File: src/core/site_decode_pkg.sv
// Constants, types and encodings for the on-board memory site decoder.
// Assumes a 20-bit local processor address space and one 125 MHz clock.
//
// Overview of operation
// - Read-only bank ends at top, base by density
// - Read/write bank starts at zero by default
// - Relocated read/write bank sits below read-only
// - 2K erasable parts use 8K decode, aliased
// - Expansion sites decode just above 2K/8K read/write bank, inside the 32K bank
// - Jumper-selected wait states per bank
// - System bus timeout after 10 ms raises request
// - System bus never reaches on-board sites
// - Memory protect blocks read/write site access, except the relocated read/write bank

package site_decode_pkg;

	localparam int ADDR_W = 20;

	// -------------------------------------------------------------
	// Device densities selected by jumpers
	// -------------------------------------------------------------
	typedef enum logic [1:0] {ROM_8K, ROM_16K, ROM_32K, ROM_64K} rom_density_e;
	typedef enum logic [1:0] {RAM_2K, RAM_8K, RAM_16K, RAM_32K} ram_density_e;

	// -------------------------------------------------------------
	// Read-only bank bases, all ending at the top of memory
	// -------------------------------------------------------------
	localparam logic [19:0] TOP_ADDR      = 20'hFFFFF;
	localparam logic [19:0] ROM_BASE_8K   = 20'hF8000;
	localparam logic [19:0] ROM_BASE_16K  = 20'hF0000;
	localparam logic [19:0] ROM_BASE_32K  = 20'hE0000;
	localparam logic [19:0] ROM_BASE_64K  = 20'hC0000;

	// -------------------------------------------------------------
	// Read/write bank, default placement from zero
	// -------------------------------------------------------------
	localparam logic [19:0] RAM_LOW_BASE  = 20'h00000;
	localparam logic [19:0] RAM_END_2K    = 20'h01FFF;
	localparam logic [19:0] RAM_END_8K    = 20'h07FFF;
	localparam logic [19:0] RAM_END_32K   = 20'h1FFFF;

	// -------------------------------------------------------------
	// Read/write bank relocated below the read-only bank
	// -------------------------------------------------------------
	localparam logic [19:0] REL_BASE_8K   = 20'hF0000;
	localparam logic [19:0] REL_END_8K    = 20'hF7FFF;
	localparam logic [19:0] REL_BASE_16K  = 20'hE0000;
	localparam logic [19:0] REL_END_16K   = 20'hEFFFF;
	localparam logic [19:0] REL_BASE_32K  = 20'hC0000;
	localparam logic [19:0] REL_END_32K   = 20'hDFFFF;

	// -------------------------------------------------------------
	// Expansion sites just above the 2K/8K read/write bank; 32K sites in the upper half of the 32K bank
	// -------------------------------------------------------------
	localparam logic [19:0] EXP_BASE_2K   = 20'h02000;
	localparam logic [19:0] EXP_END_2K    = 20'h03FFF;
	localparam logic [19:0] EXP_BASE_8K   = 20'h08000;
	localparam logic [19:0] EXP_END_8K    = 20'h0FFFF;
	localparam logic [19:0] EXP_BASE_32K  = 20'h10000;
	localparam logic [19:0] EXP_END_32K   = 20'h1FFFF;

	// Offset mask of a 2K x 8 erasable part, aliased sixteen times in the 20'h08000 window
	localparam logic [19:0] EE_2K_MASK    = 20'h007FF;

	// -------------------------------------------------------------
	// Wait states
	// -------------------------------------------------------------
	localparam int          WAIT_W        = 2;
	localparam logic [1:0]  WAIT_ZERO     = 2'h0;
	localparam logic [1:0]  WAIT_ONE      = 2'h1;
	localparam logic [1:0]  WAIT_TWO      = 2'h2;

	// -------------------------------------------------------------
	// System bus fail-safe timeout
	// -------------------------------------------------------------
	localparam int          CLK_MHZ       = 125;
	localparam int          TIMEOUT_MS    = 10;
	localparam int          TIMEOUT_CYCLES = TIMEOUT_MS * 1000 * 1000 * CLK_MHZ / 1000;
	localparam int          TIMEOUT_W     = 21;

	// -------------------------------------------------------------
	// Carriers
	// -------------------------------------------------------------
	typedef struct packed {
		logic [19:0] addr;
		logic        read;
		logic        write;
		logic        from_sysbus;
	} access_req_s;

	typedef struct packed {
		rom_density_e rom_density;
		ram_density_e ram_density;
		logic         ram_relocate;
		logic         ram_eeprom;
		logic         ram_iram;
		ram_density_e exp_density;
		logic         exp_present;
		logic         rom_wait;
		logic         ram_wait;
		logic         exp_wait;
	} jumper_cfg_s;

	typedef struct packed {
		logic rom;
		logic ram;
		logic exp;
	} chip_enable_s;

endpackage

File: src/core/cycle_counter.sv
// Loadable down-counter with a registered expiry pulse.
// Assumes load and cancel are synchronous one-cycle pulses.
`timescale 1ns/100ps
`default_nettype none

module cycle_counter #(
	parameter int WIDTH = 2
) (
	input  wire logic             clk,
	input  wire logic             rst,
	input  wire logic             load,
	input  wire logic [WIDTH-1:0] load_value,
	input  wire logic             cancel,
	output var  logic             expired,
	output var  logic             running
);

	logic [WIDTH-1:0] count;
	wire              at_zero = (count == '0);

	// ---------------------------------------------------------
	// Count down, pulse once at zero
	// ---------------------------------------------------------
	always_ff @(posedge clk)
	begin
		if (rst)
		begin
			count   <= '0;
			running <= 1'b0;
			expired <= 1'b0;
		end
		else if (load)
		begin
			count   <= load_value;
			running <= 1'b1;
			expired <= 1'b0;
		end
		else if (cancel)
		begin
			running <= 1'b0;
			expired <= 1'b0;
		end
		else
		begin
			expired <= running & at_zero;
			if (running & at_zero)
				running <= 1'b0;
			else if (running)
				count <= count - 1'b1;
		end
	end

endmodule // cycle_counter

`default_nettype wire

File: src/core/onboard_memory_site_decode.sv
// Address decode and wait-state control for the on-board memory sites.
// Assumes one local access at a time, jumpers static while accesses run.
`timescale 1ns/100ps
`default_nettype none

module onboard_memory_site_decode #(
	parameter int TIMEOUT_CYCLES = site_decode_pkg::TIMEOUT_CYCLES
) (
	input  wire logic                         clk,
	input  wire logic                         rst,
	input  wire logic                         req_valid,
	input  wire site_decode_pkg::access_req_s req,
	input  wire site_decode_pkg::jumper_cfg_s cfg,
	input  wire logic                         mem_protect,
	input  wire logic                         sys_cmd_start,
	input  wire logic                         sys_cmd_ack,
	input  wire logic                         timeout_clear,
	output var  site_decode_pkg::chip_enable_s chip_enable,
	output var  logic [19:0]                  dev_addr,
	output var  logic                         mem_read,
	output var  logic                         mem_write,
	output var  logic                         busy,
	output var  logic                         access_done,
	output var  logic                         access_unmapped,
	output var  logic                         access_blocked,
	output var  logic                         bus_timeout_irq
);

	typedef enum logic [1:0] {IDLE, ACCESS, FINISH} cycle_state_e;

	cycle_state_e state;
	cycle_state_e next_state;

	// ---------------------------------------------------------
	// Read-only bank base by density
	// ---------------------------------------------------------
	logic [19:0] rom_base;
	always_comb
	begin
		case (cfg.rom_density)
			site_decode_pkg::ROM_8K:  rom_base = site_decode_pkg::ROM_BASE_8K;
			site_decode_pkg::ROM_16K: rom_base = site_decode_pkg::ROM_BASE_16K;
			site_decode_pkg::ROM_32K: rom_base = site_decode_pkg::ROM_BASE_32K;
			site_decode_pkg::ROM_64K: rom_base = site_decode_pkg::ROM_BASE_64K;
			default:                  rom_base = site_decode_pkg::TOP_ADDR;
		endcase
	end

	wire rom_hit = (req.addr >= rom_base) && (req.addr <= site_decode_pkg::TOP_ADDR);

	// ---------------------------------------------------------
	// Read/write bank window, default or relocated
	// ---------------------------------------------------------
	// An erasable 2K part is only legal with the 8K decode
	wire         ram_ee_8k = cfg.ram_eeprom & (cfg.ram_density == site_decode_pkg::RAM_8K);
	logic [19:0] ram_lo;
	logic [19:0] ram_hi;
	logic        ram_window_ok;
	always_comb
	begin
		ram_lo        = site_decode_pkg::RAM_LOW_BASE;
		ram_hi        = site_decode_pkg::RAM_LOW_BASE;
		ram_window_ok = 1'b0;
		if (cfg.ram_relocate)
		begin
			case (cfg.ram_density)
				site_decode_pkg::RAM_8K:
				begin
					ram_lo        = site_decode_pkg::REL_BASE_8K;
					ram_hi        = site_decode_pkg::REL_END_8K;
					ram_window_ok = 1'b1;
				end
				site_decode_pkg::RAM_16K:
				begin
					ram_lo        = site_decode_pkg::REL_BASE_16K;
					ram_hi        = site_decode_pkg::REL_END_16K;
					ram_window_ok = 1'b1;
				end
				site_decode_pkg::RAM_32K:
				begin
					ram_lo        = site_decode_pkg::REL_BASE_32K;
					ram_hi        = site_decode_pkg::REL_END_32K;
					ram_window_ok = 1'b1;
				end
				default: ram_window_ok = 1'b0;
			endcase
		end
		else
		begin
			case (cfg.ram_density)
				site_decode_pkg::RAM_2K:
				begin
					ram_hi        = site_decode_pkg::RAM_END_2K;
					ram_window_ok = 1'b1;
				end
				site_decode_pkg::RAM_8K:
				begin
					ram_hi        = site_decode_pkg::RAM_END_8K;
					ram_window_ok = 1'b1;
				end
				site_decode_pkg::RAM_32K:
				begin
					ram_hi        = site_decode_pkg::RAM_END_32K;
					ram_window_ok = 1'b1;
				end
				default: ram_window_ok = 1'b0;
			endcase
		end
	end

	wire ram_hit = ram_window_ok && (req.addr >= ram_lo) && (req.addr <= ram_hi);

	// ---------------------------------------------------------
	// Expansion sites above the 2K/8K read/write bank; the 32K window lies inside the 32K bank
	// ---------------------------------------------------------
	logic [19:0] exp_lo;
	logic [19:0] exp_hi;
	logic        exp_window_ok;
	always_comb
	begin
		exp_lo        = site_decode_pkg::EXP_BASE_2K;
		exp_hi        = site_decode_pkg::EXP_END_2K;
		exp_window_ok = cfg.exp_present;
		case (cfg.exp_density)
			site_decode_pkg::RAM_2K:
			begin
				exp_lo = site_decode_pkg::EXP_BASE_2K;
				exp_hi = site_decode_pkg::EXP_END_2K;
			end
			site_decode_pkg::RAM_8K:
			begin
				exp_lo = site_decode_pkg::EXP_BASE_8K;
				exp_hi = site_decode_pkg::EXP_END_8K;
			end
			site_decode_pkg::RAM_32K:
			begin
				exp_lo = site_decode_pkg::EXP_BASE_32K;
				exp_hi = site_decode_pkg::EXP_END_32K;
			end
			default: exp_window_ok = 1'b0;
		endcase
	end

	wire exp_hit = exp_window_ok && (req.addr >= exp_lo) && (req.addr <= exp_hi);

	// ---------------------------------------------------------
	// Site selection, protection and gating
	// ---------------------------------------------------------
	// Read-only bank takes priority if windows ever overlap
	wire sel_rom = rom_hit;
	wire sel_ram = ram_hit & ~rom_hit;
	wire sel_exp = exp_hit & ~rom_hit & ~ram_hit;
	wire any_hit = sel_rom | sel_ram | sel_exp;

	// Protect guards read/write storage, not relocated program store
	wire rw_site       = (sel_ram & ~cfg.ram_relocate) | sel_exp;
	wire protect_block = mem_protect & rw_site;
	wire sys_block     = req.from_sysbus;
	wire grant         = any_hit & ~protect_block & ~sys_block;

	site_decode_pkg::chip_enable_s next_enable;
	assign next_enable.rom = grant & sel_rom;
	assign next_enable.ram = grant & sel_ram;
	assign next_enable.exp = grant & sel_exp;

	// Offset within the bank; erasable 2K parts wrap every 2K
	wire [19:0] bank_base = sel_rom ? rom_base : (sel_ram ? ram_lo : exp_lo);
	wire [19:0] raw_off   = req.addr - bank_base;
	wire [19:0] next_dev_addr = (sel_ram & ram_ee_8k) ? (raw_off & site_decode_pkg::EE_2K_MASK) : raw_off;

	// ---------------------------------------------------------
	// Wait-state selection per bank
	// ---------------------------------------------------------
	wire [1:0] ram_waits = cfg.ram_iram ? (cfg.ram_wait ? site_decode_pkg::WAIT_TWO : site_decode_pkg::WAIT_ONE)
	                                    : (cfg.ram_wait ? site_decode_pkg::WAIT_ONE : site_decode_pkg::WAIT_ZERO);
	wire [1:0] rom_waits = cfg.rom_wait ? site_decode_pkg::WAIT_ONE : site_decode_pkg::WAIT_ZERO;
	wire [1:0] exp_waits = cfg.exp_wait ? site_decode_pkg::WAIT_ONE : site_decode_pkg::WAIT_ZERO;
	wire [1:0] sel_waits = ~grant ? site_decode_pkg::WAIT_ZERO
	                     : (sel_rom ? rom_waits : (sel_ram ? ram_waits : exp_waits));

	wire take = (state == IDLE) & req_valid;

	wire wait_expired;
	cycle_counter #(
		.WIDTH      (site_decode_pkg::WAIT_W)
	) wait_timer (
		.clk        (clk),
		.rst        (rst),
		.load       (take),
		.load_value (sel_waits),
		.cancel     (1'b0),
		.expired    (wait_expired),
		.running    ()
	);

	// ---------------------------------------------------------
	// Access sequencing
	// ---------------------------------------------------------
	always_comb
	begin
		case (state)
			IDLE:    next_state = req_valid ? ACCESS : IDLE;
			ACCESS:  next_state = wait_expired ? FINISH : ACCESS;
			FINISH:  next_state = IDLE;
			default: next_state = IDLE;
		endcase
	end

	wire finish_now = (state == ACCESS) & wait_expired;

	always_ff @(posedge clk)
	begin
		if (rst)
			state <= IDLE;
		else
			state <= next_state;
	end

	always_ff @(posedge clk)
	begin
		if (rst)
		begin
			chip_enable <= '0;
			dev_addr    <= '0;
			mem_read    <= 1'b0;
			mem_write   <= 1'b0;
		end
		else if (take)
		begin
			chip_enable <= next_enable;
			dev_addr    <= next_dev_addr;
			mem_read    <= grant & req.read;
			mem_write   <= grant & req.write;
		end
		else if (finish_now)
		begin
			chip_enable <= '0;
			mem_read    <= 1'b0;
			mem_write   <= 1'b0;
		end
	end

	always_ff @(posedge clk)
	begin
		if (rst)
		begin
			busy            <= 1'b0;
			access_done     <= 1'b0;
			access_unmapped <= 1'b0;
			access_blocked  <= 1'b0;
		end
		else
		begin
			busy        <= take | (busy & ~finish_now);
			access_done <= finish_now;
			if (take)
			begin
				access_unmapped <= ~any_hit;
				access_blocked  <= any_hit & (protect_block | sys_block);
			end
		end
	end

	// ---------------------------------------------------------
	// System bus fail-safe timer
	// ---------------------------------------------------------
	wire timeout_expired;
	cycle_counter #(
		.WIDTH      (site_decode_pkg::TIMEOUT_W)
	) failsafe_timer (
		.clk        (clk),
		.rst        (rst),
		.load       (sys_cmd_start),
		.load_value (site_decode_pkg::TIMEOUT_W'(TIMEOUT_CYCLES - 2)),
		.cancel     (sys_cmd_ack),
		.expired    (timeout_expired),
		.running    ()
	);

	// Expiry wins over a clear in the same cycle
	always_ff @(posedge clk)
	begin
		if (rst)
			bus_timeout_irq <= 1'b0;
		else if (timeout_expired)
			bus_timeout_irq <= 1'b1;
		else if (timeout_clear)
			bus_timeout_irq <= 1'b0;
	end

endmodule // onboard_memory_site_decode

`default_nettype wire

File: config.mk
export PLATFORM = sky130hd
export DESIGN_NAME = onboard_memory_site_decode
export DESIGN_NICKNAME = d
export VERILOG_FILES = /design/src/core/site_decode_pkg.sv /design/src/core/cycle_counter.sv /design/src/core/onboard_memory_site_decode.sv
export SDC_FILE = /design/constraint.sdc
export NUM_CORES = 1
export LEC_CHECK = 0
export ABC_AREA = 1
export BUFFER_PORTS_ARGS = -buffer_cell sky130_fd_sc_hd__buf_2
export CORE_MARGIN = 1
export CORE_UTILIZATION = 64
export CTS_BUF_LIST = sky130_fd_sc_hd__clkbuf_8
export DETAILED_ROUTE_END_ITERATION = 10
export PLACE_DENSITY = 0.9
export RECOVER_POWER = 50
export SYNTH_ARGS = -nofsm -noshare
export SYNTH_HDL_FRONTEND = slang
export SYNTH_HIERARCHICAL = 1
export SYNTH_SLANG_ARGS = --single-unit
File: constraint.sdc
create_clock -name clk -period 8.6 [get_ports clk]
set_input_delay 2.15 -clock clk [delete_from_list [all_inputs] [get_ports clk]]
set_output_delay 2.15 -clock clk [all_outputs]
set_load 0.02 [all_outputs]
Yosys cells after proc, flatten, opt, wreduce, memory -nomap -nowiden:

Cells that the tools add are included.

* logic and storage cells: 145
* bits of input ports: 43
* register bits: 59

* muxes and demuxes: 45
* equality and inequality tests: 12
* add/subtract/negate cells: 3
* $lt $le $gt $ge: 6
* bitwise operators: 34
* reductions and logical operators: 26

Operator list (count)
* $pmux W20 S3: 2
* $mux W20: 5
* $mux W21: 4
* $pmux W20 S4: 1
* $pmux W17 S2: 2
* $ge A20 B20 Y1: 3
* $pmux W17 S3: 1
* $le A20 B20 Y1: 2
* $logic_not A21 Y1: 1
* $sub A21 B1 Y21 const B: 1
* $and A1 B1 Y1: 20
* $le A20 B20 Y1 const B: 1
* $sub A20 B20 Y20: 1
* $mux W1: 18
* $mux W2: 9
* $reduce_or A3 Y1: 4
* $eq A2 B2 Y1 const B: 5
* $logic_not A2 Y1: 5
* $reduce_bool A2 Y1: 5
* $not A1 Y1: 9
* $eq A2 B1 Y1 const B: 4
* $mux W3: 2
* $ne A2 B2 Y1 const B: 3
* $reduce_and A3 Y1: 2
* 7 further kinds: 16

Longest topological paths before layout:

Gate-level depths: netlist of run 1.

* depth after elaboration: 15
* gate-level depth with buffers: 29
* mapped depth without buffers: 29

Hierarchy:

The synthesis of run 1 kept the hierarchy.

By module, submodules not included
* onboard_memory_site_decode: area each 2686.3 um2, cells an instance 401, times used 1, seq. area each 620.6 um2
* cycle_counter (failsafe_timer): area each 1561.5 um2, cells an instance 243, times used 1, seq. area each 460.4 um2
* cycle_counter (wait_timer): area each 191.4 um2, cells an instance 28, times used 1, seq. area each 80.1 um2

Worst setup path after synthesis of run 1:

OpenSTA, ideal clock, no wires.

* path type: input-to-reg
* start point: input cfg[10] (netlist name)
* end point: register dev_addr[19]
* cell stages on the path: 28
* library setup time: 0.070 ns
* arrival: 5.236 ns
* data required time: 8.530 ns
* setup slack: 3.293 ns
* cells stage by stage: inv_1 > ha_1 > nor2_4 > a21oi_2 > inv_1 > o31ai_1 > ha_1 > nand2_1 > nor2_1 > nand2_1 > nor2_2 > nand2_1 > nand3_2 > nand2_4 > nand2_8 > nand2_2 > o21ai_0 > inv_1 > ha_1 > a21oi_1 > o21bai_1 > nand2_1 > nand2_1 > a21oi_1 > inv_1 > nand3_1 > nand3_1 > a21oi_1

* longest elaborated chain between the ends: 11

Ends and longest elaborated chain
* start, declared: RTL line onboard_memory_site_decode.sv:13 `input wire site_decode_pkg::jumper_cfg_s cfg,`
* $eq A2 B2 Y1 (tied with other cells): RTL line onboard_memory_site_decode.sv:66, onboard_memory_site_decode.sv:90
* $pmux W20 S3 or $reduce_or A3 Y1 (tied branches)
* $mux W20 (tied with other cells): RTL line onboard_memory_site_decode.sv:64 `if (cfg.ram_relocate)`
* $ge A20 B20 Y1 or $mux W1 (tied branches): RTL line onboard_memory_site_decode.sv:111, onboard_memory_site_decode.sv:64
* $logic_and A1 B1 Y1 (2 in series): RTL line onboard_memory_site_decode.sv:111 `wire ram_hit = ram_window_ok && (req.addr >= ram_lo) && (req.addr <= ram_hi);`
* $and A1 B1 Y1: RTL line onboard_memory_site_decode.sv:151 `wire sel_ram = ram_hit & ~rom_hit;`
* $mux W20 (2 in series): RTL line onboard_memory_site_decode.sv:167 `wire [19:0] bank_base = sel_rom ? rom_base : (sel_ram ? ram_lo : exp_lo);`
* $sub A20 B20 Y20: RTL line onboard_memory_site_decode.sv:168 `wire [19:0] raw_off = req.addr - bank_base;`
* $mux W20 *: RTL line onboard_memory_site_decode.sv:169 `wire [19:0] next_dev_addr = (sel_ram & ram_ee_8k) ? (raw_off & site_decode_pkg::EE_2K_MASK) : raw_off;`
* end signal, assigned: RTL line onboard_memory_site_decode.sv:231 `dev_addr <= next_dev_addr;`
* end, declared: RTL line onboard_memory_site_decode.sv:19 `output var logic [19:0] dev_addr,`

Mark *: on every way between the ends. The rest lies on a longest branch, timed or not.
A chain may end at the register's enable or synchronous reset.

Worst setup path after layout of run 1:

Ends and elaborated chain as after synthesis.

==> flow_summary.yaml, run 1 <==
synth:
  ys_warn_count: 6
  post-synth-top-count-cell: "nand2_1"
  postSynthCellCount: 672
  synth_area_leaders: "dfxtp_1 26%, nand2_1 13%, ha_1 12%"
  muxShareOfSynthArea_pct: 0
  synth_seq_area_share_pct: 26.2
  synth-async-reset-ratio_pct: 0
  synth-seq-cells: 58
  netlist_area_um2: 4440
  avgSynthCellArea_um2: 6.61
  ys.flop_type: "dfxtp_1"
  synth_top_cell_by_area: "dfxtp_1"
  synth_top_family_by_area: "simple AND/OR/NAND/NOR gates"
  synth_edf_count: 0
  synth_top_cells_by_count: "155 x nand2_1, 86 x nor2_1, 69 x inv_1"
  synth_compound_area_share_pct: 13.4
  synthXorXnorAreaFrac_pct: 2.56
  synth-simple-area-share_pct: 37.0
  yosys.area_share.adder_pct: 12.4
  synth.top_cell.area_share_pct: 26.2
  synth.distinct_cells: 42
pwr:
  swShare_pct: 34.4
  combPwrFrac_pct: 27.7
  internal_power_mw: 0.565
  seqPwrFrac_pct: 35.4
  clock_power_share_pct: 36.9
  p_sw_mw: 0.296
  leakagePower_nw: 2.46
  power_density_nw_per_um2: 168
  ir_worst_vdd_mv: 0.115
worst_setup_path:
  crit_path_frequent_cell: "nand2_1"
  critPathSlowestCell: "a21oi_2"
  crit_buf_inv: 5
  max_stage_delay_ps: 530
  cp-startpoint: "cfg[10]"
  critical_path_class: "in2reg"
  rr_startpoint: "state[1]"
  cp.required_ps: 8860
  rrSetupSlack_ps: 6690
  start_kind: "input port"
  path_max_fanout: 14
  timing.rr.end: "mem_write"
  arrival_ps: 5950
  endpoint_kind: "flip-flop"
  reg2reg_depth: 8
  cp_top_family: "compound AO/OA/AOI/OAI gates"
global_routing:
  grt_max_degree: 43
  grt-ovfl-total: 0
  grtUsageTotal_pct: 33.7
  grt_pass1_wl_um: 19600
  first_global_vias: 4488
  antenna_found_initial: 0
die:
  initial_core_util_pct: 68.0
  core_um2: 6530
  dieArea_um2: 7270
  rows: 29
  num_io_pins: 73
  dieWidth_um: 85.3
  dieHeight_um: 85.3
min_path:
  holdPathEnd: "bus_timeout_irq"
  worstHoldPathType: "reg2reg"
  holdPathStages: 2
  hold_start: "failsafe_timer/expired"
cts:
  htree_levels: 3
  clk_pin_slew_ps: 80
  clk-insertion-delay-late_ps: 340
  cts_buffers: 9
  post_cts_buffers: 0
  clockBufferDepth: 2
  post_cts_resized: 0
  cts_tree: "yes"
  clock_sinks: 58
  root_buffer: "clkbuf_8"
  hold_buffers: 0
timing:
  finalHoldViolCount: 0
  slew_viol_final: 43
  relSlewSlack_pct: -27.3
  min_period_over_period_pct: 66.1
  finalSetupTns_ps: 0
  rsz0062_at_grt: "false"
  worst_pin_slew_ps: 1910
  setup_viol: 0
  finClkSkew_ps: 14.4
  clock.fmax_mhz: 176
  fin_crit_ps: 5690
drt:
  drt-initial-drc-count: 432
  drc: 0
  post_drt_wl_per_cell_um: 13.7
  ant_nets: 0
  vias: 4812
  drt_wl_total_um: 11600
  dr.pass1.iters: 5
  routed_via_density: 5.69
cells_and_area:
  num_antenna_cells: 0
  area_growth_pct: 15.4
  drive_gt1_share_pct: 14.2
  nets: 850
  final_area_um2: 5120
  fillers: 511
placed_design:
  port_buffers: 72
  finalWeightedCongestion: 0.974
  dpl.hpwl_um: 8770
  placed_cell_area_um2: 4910
run:
  cap_violations: 1
status:
  failed_checks: "max-capacitance violations, max-slew violations"
  status: "finished, violations left"
[flip-flops by register name, indices dropped and copies added, names as in the netlist]
register / cells
bus_timeout_irq: 1
busy: 1
failsafe_timer/running: 1
access_unmapped: 1
dev_addr: 20
mem_read: 1
failsafe_timer/expired: 1
wait_timer/running: 1
mem_write: 1
wait_timer/expired: 1
state: 2
failsafe_timer/count: 21
access_blocked: 1
wait_timer/count: 2
chip_enable: 3
[worst min-delay path, cell delays in order (launching register included)]
cell and delay [ps]:
dfxtp_1 310, a21oi_1 40, nor2_1 70
[through the flow]
step           std cells  worst slack (ps)  hold slack [ps]  total power [mW]  utilization [%]
2_1_floorplan        694              3290              413             0.480                -
3_3_place_gp         829              2930              418             0.533             75.2
3_5_place_dp         829              2610              429             0.544             75.2
4_1_cts              845              2960              445             0.862             79.1
5_1_grt              845              2550              474             0.909             78.5
6_report             845              2910              441             0.861             78.5
[cells by family after synthesis]
family / after synthesis
AO/OA/AOI/OAI: 106
other: 2
AND/OR/NAND/NOR: 356
buffers and inverters: 93
flip-flops: 58
XOR/XNOR: 13
adder cells (fa/ha/maj): 44
[power groups by stage]
stage | clock network [mW] | logic, mW | registers [mW]
floorplan | 0 | 0.162 | 0.318
global route | 0.333 | 0.269 | 0.307
detailed placement | 0 | 0.234 | 0.310
global placement | 0 | 0.224 | 0.309
finish | 0.318 | 0.239 | 0.305
CTS | 0.321 | 0.237 | 0.304
[per-layer routing]
layer | GRT usage [%] | up-vias | wire [µm]
li1 | - | 2360 | -
met1 | 43.6 | 2184 | 4930
met2 | 55.6 | 229 | 5320
met3 | 5.45 | 39 | 964
met4 | 14.4 | 0 | 366
met5 | 0 | - | 0
[worst max path at each step]
stage,end,slack [ps],depth (start not counted)
after floorplan,dev_addr[19],3290,28
after global placement,dev_addr[19],2930,30
after detailed placement,dev_addr[19],2610,29
after CTS,dev_addr[19],2960,29
after global routing,dev_addr[19],2550,29
final,dev_addr[19],2910,29
[placed cells by master, fill, tap and decap left out, types with 4 or more instances in the layout]
| cell | instances |
|---|---|
| xnor2_1 | 5 |
| a21oi_2 | 4 |
| ha_1 | 44 |
| conb_1 | 24 |
| xor2_1 | 8 |
| nand2_2 | 12 |
| inv_2 | 8 |
| nor2_2 | 9 |
| a21oi_1 | 53 |
| nand4_1 | 16 |
| nor2_1 | 86 |
| a211oi_1 | 6 |
| nand3_1 | 39 |
| clkbuf_8 | 9 |
| clkbuf_1 | 31 |
| o21bai_1 | 4 |
| dfxtp_1 | 58 |
| nor2_4 | 5 |
| inv_1 | 69 |
| o21ai_1 | 9 |
| nand2_1 | 155 |
| buf_2 | 41 |
| o21ai_0 | 22 |
| nor3_1 | 16 |
[area by class of cell]
| class | instances | area (µm²) | share of cell area (%) |
|---|---|---|---|
| Multi-Input combinational cell | 543 | 3000 | 58.4 |
| Sequential cell | 58 | 1160 | 22.7 |
| Timing Repair Buffer | 73 | 329 | 6.42 |
| Inverter | 78 | 294 | 5.74 |
| Clock inverter | 7 | 125 | 2.44 |
| Clock buffer | 9 | 124 | 2.42 |
| Tap cell | 77 | 96.3 | 1.88 |
No activity file was read; power rests on OpenSTA's default activity.
==> inputs of run 2 (changes only) <==
--- a/config.mk
+++ b/config.mk
@@ -5,13 +5,13 @@
 export SDC_FILE = /design/constraint.sdc
 export NUM_CORES = 1
 export LEC_CHECK = 0
-export ABC_AREA = 1
+export ABC_AREA = 0
 export BUFFER_PORTS_ARGS = -buffer_cell sky130_fd_sc_hd__buf_2
 export CORE_MARGIN = 1
-export CORE_UTILIZATION = 64
+export CORE_UTILIZATION = 59
 export CTS_BUF_LIST = sky130_fd_sc_hd__clkbuf_8
 export DETAILED_ROUTE_END_ITERATION = 10
-export PLACE_DENSITY = 0.9
+export PLACE_DENSITY = 0.84
 export RECOVER_POWER = 50
 export SYNTH_ARGS = -nofsm -noshare
 export SYNTH_HDL_FRONTEND = slang
==> constraint.sdc (replaced) <==
create_clock -name clk -period 5.5 [get_ports clk]
set_input_delay 1.375 -clock clk [delete_from_list [all_inputs] [get_ports clk]]
set_output_delay 1.375 -clock clk [all_outputs]
set_load 0.02 [all_outputs]
==> flow_summary.yaml, run 2 <==
drt:
  post_drt_wl_per_cell_um: 15.1
  ant_nets: 0
  wl_met1_um: 4930
  dr.pass1.iters: 5
  drc: 0
  drt_wl_total_um: 10600
  dr_wl_met2_um: 4720
  vias: 4128
  wl_met3_um: 741
  drt-initial-drc-count: 217
  top_layer: "met4"
  routed_via_density: 5.87
cells_and_area:
  num_antenna_cells: 0
  drive_gt1_share_pct: 16.5
  utilization_pct: 72.3
  nets: 689
  layout_common_cells: "60 x a21oi_1, 58 x dfxtp_1, 51 x nand2_1"
  area_growth_pct: 17.4
  largest_reg_flops: 21
  top_register: "failsafe_timer/count"
  largestRegisters: "failsafe_timer/count (21), dev_addr (20), chip_enable (3)"
  final_common_cell: "a21oi_1"
die:
  dieArea_um2: 7480
  rows: 30
  dieWidth_um: 86.5
  dieHeight_um: 86.5
  core_um2: 6830
  num_io_pins: 73
  initial_core_util_pct: 61.6
timing:
  min_period_over_period_pct: 96.5
  setup_slack_ps: 192
  finalHoldViolCount: 0
  slew_viol_final: 63
  relSlewSlack_pct: -75.5
  clock.fmax_mhz: 188
  fin_crit_ps: 5310
  finClkSkew_ps: 8.33
  setup_viol: 0
  worst_pin_slew_ps: 2630
  finalSetupTns_ps: 0
  rsz0062_at_grt: "false"
worst_setup_path:
  endpoint_kind: "flip-flop"
  rrSetupSlack_ps: 2950
  timing.rr.end: "failsafe_timer/count[12]"
  reg2reg_depth: 5
  critPathCapture: "dev_addr[19]"
  critical_path_class: "in2reg"
  rr_startpoint: "failsafe_timer/count[2]"
  cp.required_ps: 5740
  cp-startpoint: "cfg[10]"
  path_max_fanout: 5
  start_kind: "input port"
  arrival_ps: 5550
pwr:
  power_density_nw_per_um2: 253
  ir_worst_vdd_mv: 0.147
  leakagePower_nw: 2.13
status:
  failed_checks: "max-capacitance violations, max-slew violations"
  status: "finished, violations left"
synth:
  synth_seq_area_share_pct: 27.6
  synth-seq-cells: 58
  synth.distinct_cells: 76
  synth_top_cell_by_area: "dfxtp_1"
  ys.flop_type: "dfxtp_1"
  synth_top_cells_by_count: "60 x a21oi_1, 58 x dfxtp_1, 51 x nand2_1"
  ys_warn_count: 6
  synth_area_leaders: "dfxtp_1 28%, ha_1 13%, a21oi_1 7.1%"
  avgSynthCellArea_um2: 8.26
  post-synth-top-count-cell: "a21oi_1"
  synth_edf_count: 0
  synth.top_cell.area_share_pct: 27.6
  synth-async-reset-ratio_pct: 0
  postSynthCellCount: 510
  netlist_area_um2: 4210
global_routing:
  grt_max_degree: 63
  grtUsageTotal_pct: 29.6
  grt_pass1_wl_um: 17200
  grt-ovfl-total: 0
  first_global_vias: 3793
  antenna_found_initial: 0
placed_design:
  dpl.hpwl_um: 7700
  port_buffers: 72
  pre_cts_ws_ps: -213
  finalWeightedCongestion: 1.00
run:
  cap_violations: 1
cts:
  clk-insertion-delay-late_ps: 350
  clockBufferDepth: 2
  clock_sinks: 58
  root_buffer: "clkbuf_8"
  htree_levels: 3
  hold_buffers: 0
  cts_buffers: 9
  cts_tree: "yes"
  clk_pin_slew_ps: 70
min_path:
  worstHoldPathType: "reg2reg"
[run 2: cell count changes after synthesis, moves of 9 or more]
cell / change
nand2_1: -104
nor2_1: -59
inv_1: -29
nand3_1: -26
o21a_1: +19
o21ai_0: -14
nand2_2: -12
nor2_2: -9
nor4_1: +9
[run 2: layer usage]
metal	global-route usage, %	vias to the layer above
met5	0	-
met1	38.2	1926
met2	47.8	154
li1	-	2019
met4	13.6	0
met3	5.62	29
[run 2: cell type report]
class	count	area [µm²]
Clock inverter	5	77.6
Multi-Input combinational cell	409	2870
Timing Repair Buffer	83	404
Fill cell	559	1890
Tap cell	96	120
Sequential cell	58	1160
Clock buffer	11	151
Inverter	41	154
[run 2: cells by family after synthesis]
kind of cell	synth area share, %
AO/OA/AOI/OAI	23.4
XOR/XNOR	4.37
adder cells (fa/ha/maj)	13.1
buffers and inverters	6.54
flip-flops	27.6
multiplexers	0.476
other	0.178
AND/OR/NAND/NOR	24.4
[run 2: through the flow]
stage	hold slack (ps)	instance area (µm²)	cells	total power, mW
2_1_floorplan	413	4290	531	0.700
3_3_place_gp	416	4730	687	0.780
3_5_place_dp	439	4730	687	0.793
4_1_cts	449	4960	703	1.25
5_1_grt	471	4940	703	1.31
6_report	448	4940	703	1.25
[run 2: where the power goes]
part | switching [mW] | leakage [nW] | total (mW) | internal (mW)
Combinational | 0.193 | 1.53 | 0.322 | 0.128
Clock | 0.181 | 0.121 | 0.459 | 0.278
Sequential | 0.0222 | 0.478 | 0.471 | 0.449
[run 2: worst min-delay path by stage]
stage                            from              end  cells past startpoint
2_1_floorplan  failsafe_timer/expired  bus_timeout_irq                      2
3_3_place_gp   failsafe_timer/expired  bus_timeout_irq                      2
3_5_place_dp                 mem_read         mem_read                      2
4_1_cts                      mem_read         mem_read                      2
5_1_grt                  dev_addr[16]     dev_addr[16]                      2
6_report       failsafe_timer/expired  bus_timeout_irq                      2
[run 2: what timing repair did]
action | 4_1_cts | 5_1_grt
buffers inserted | 0 | 0
endpoints found under the setup margin | 0 | 1
resized for setup | 0 | 2
[run 2: critical path, stage by stage]
cell      delay [ps]
buf_2            120
inv_1             70
ha_1             210
mux2i_4          220
nand2_1          150
ha_1             350
nand3_2          100
or4_4            540
or3_4            410
o31a_4           150
nor3_4           260
nor3_1            90
a21oi_1          170
ha_1             290
a21oi_1          140
o21ai_0          120
a21o_1           190
a21o_1           180
nand3b_1         150
o311ai_1         250
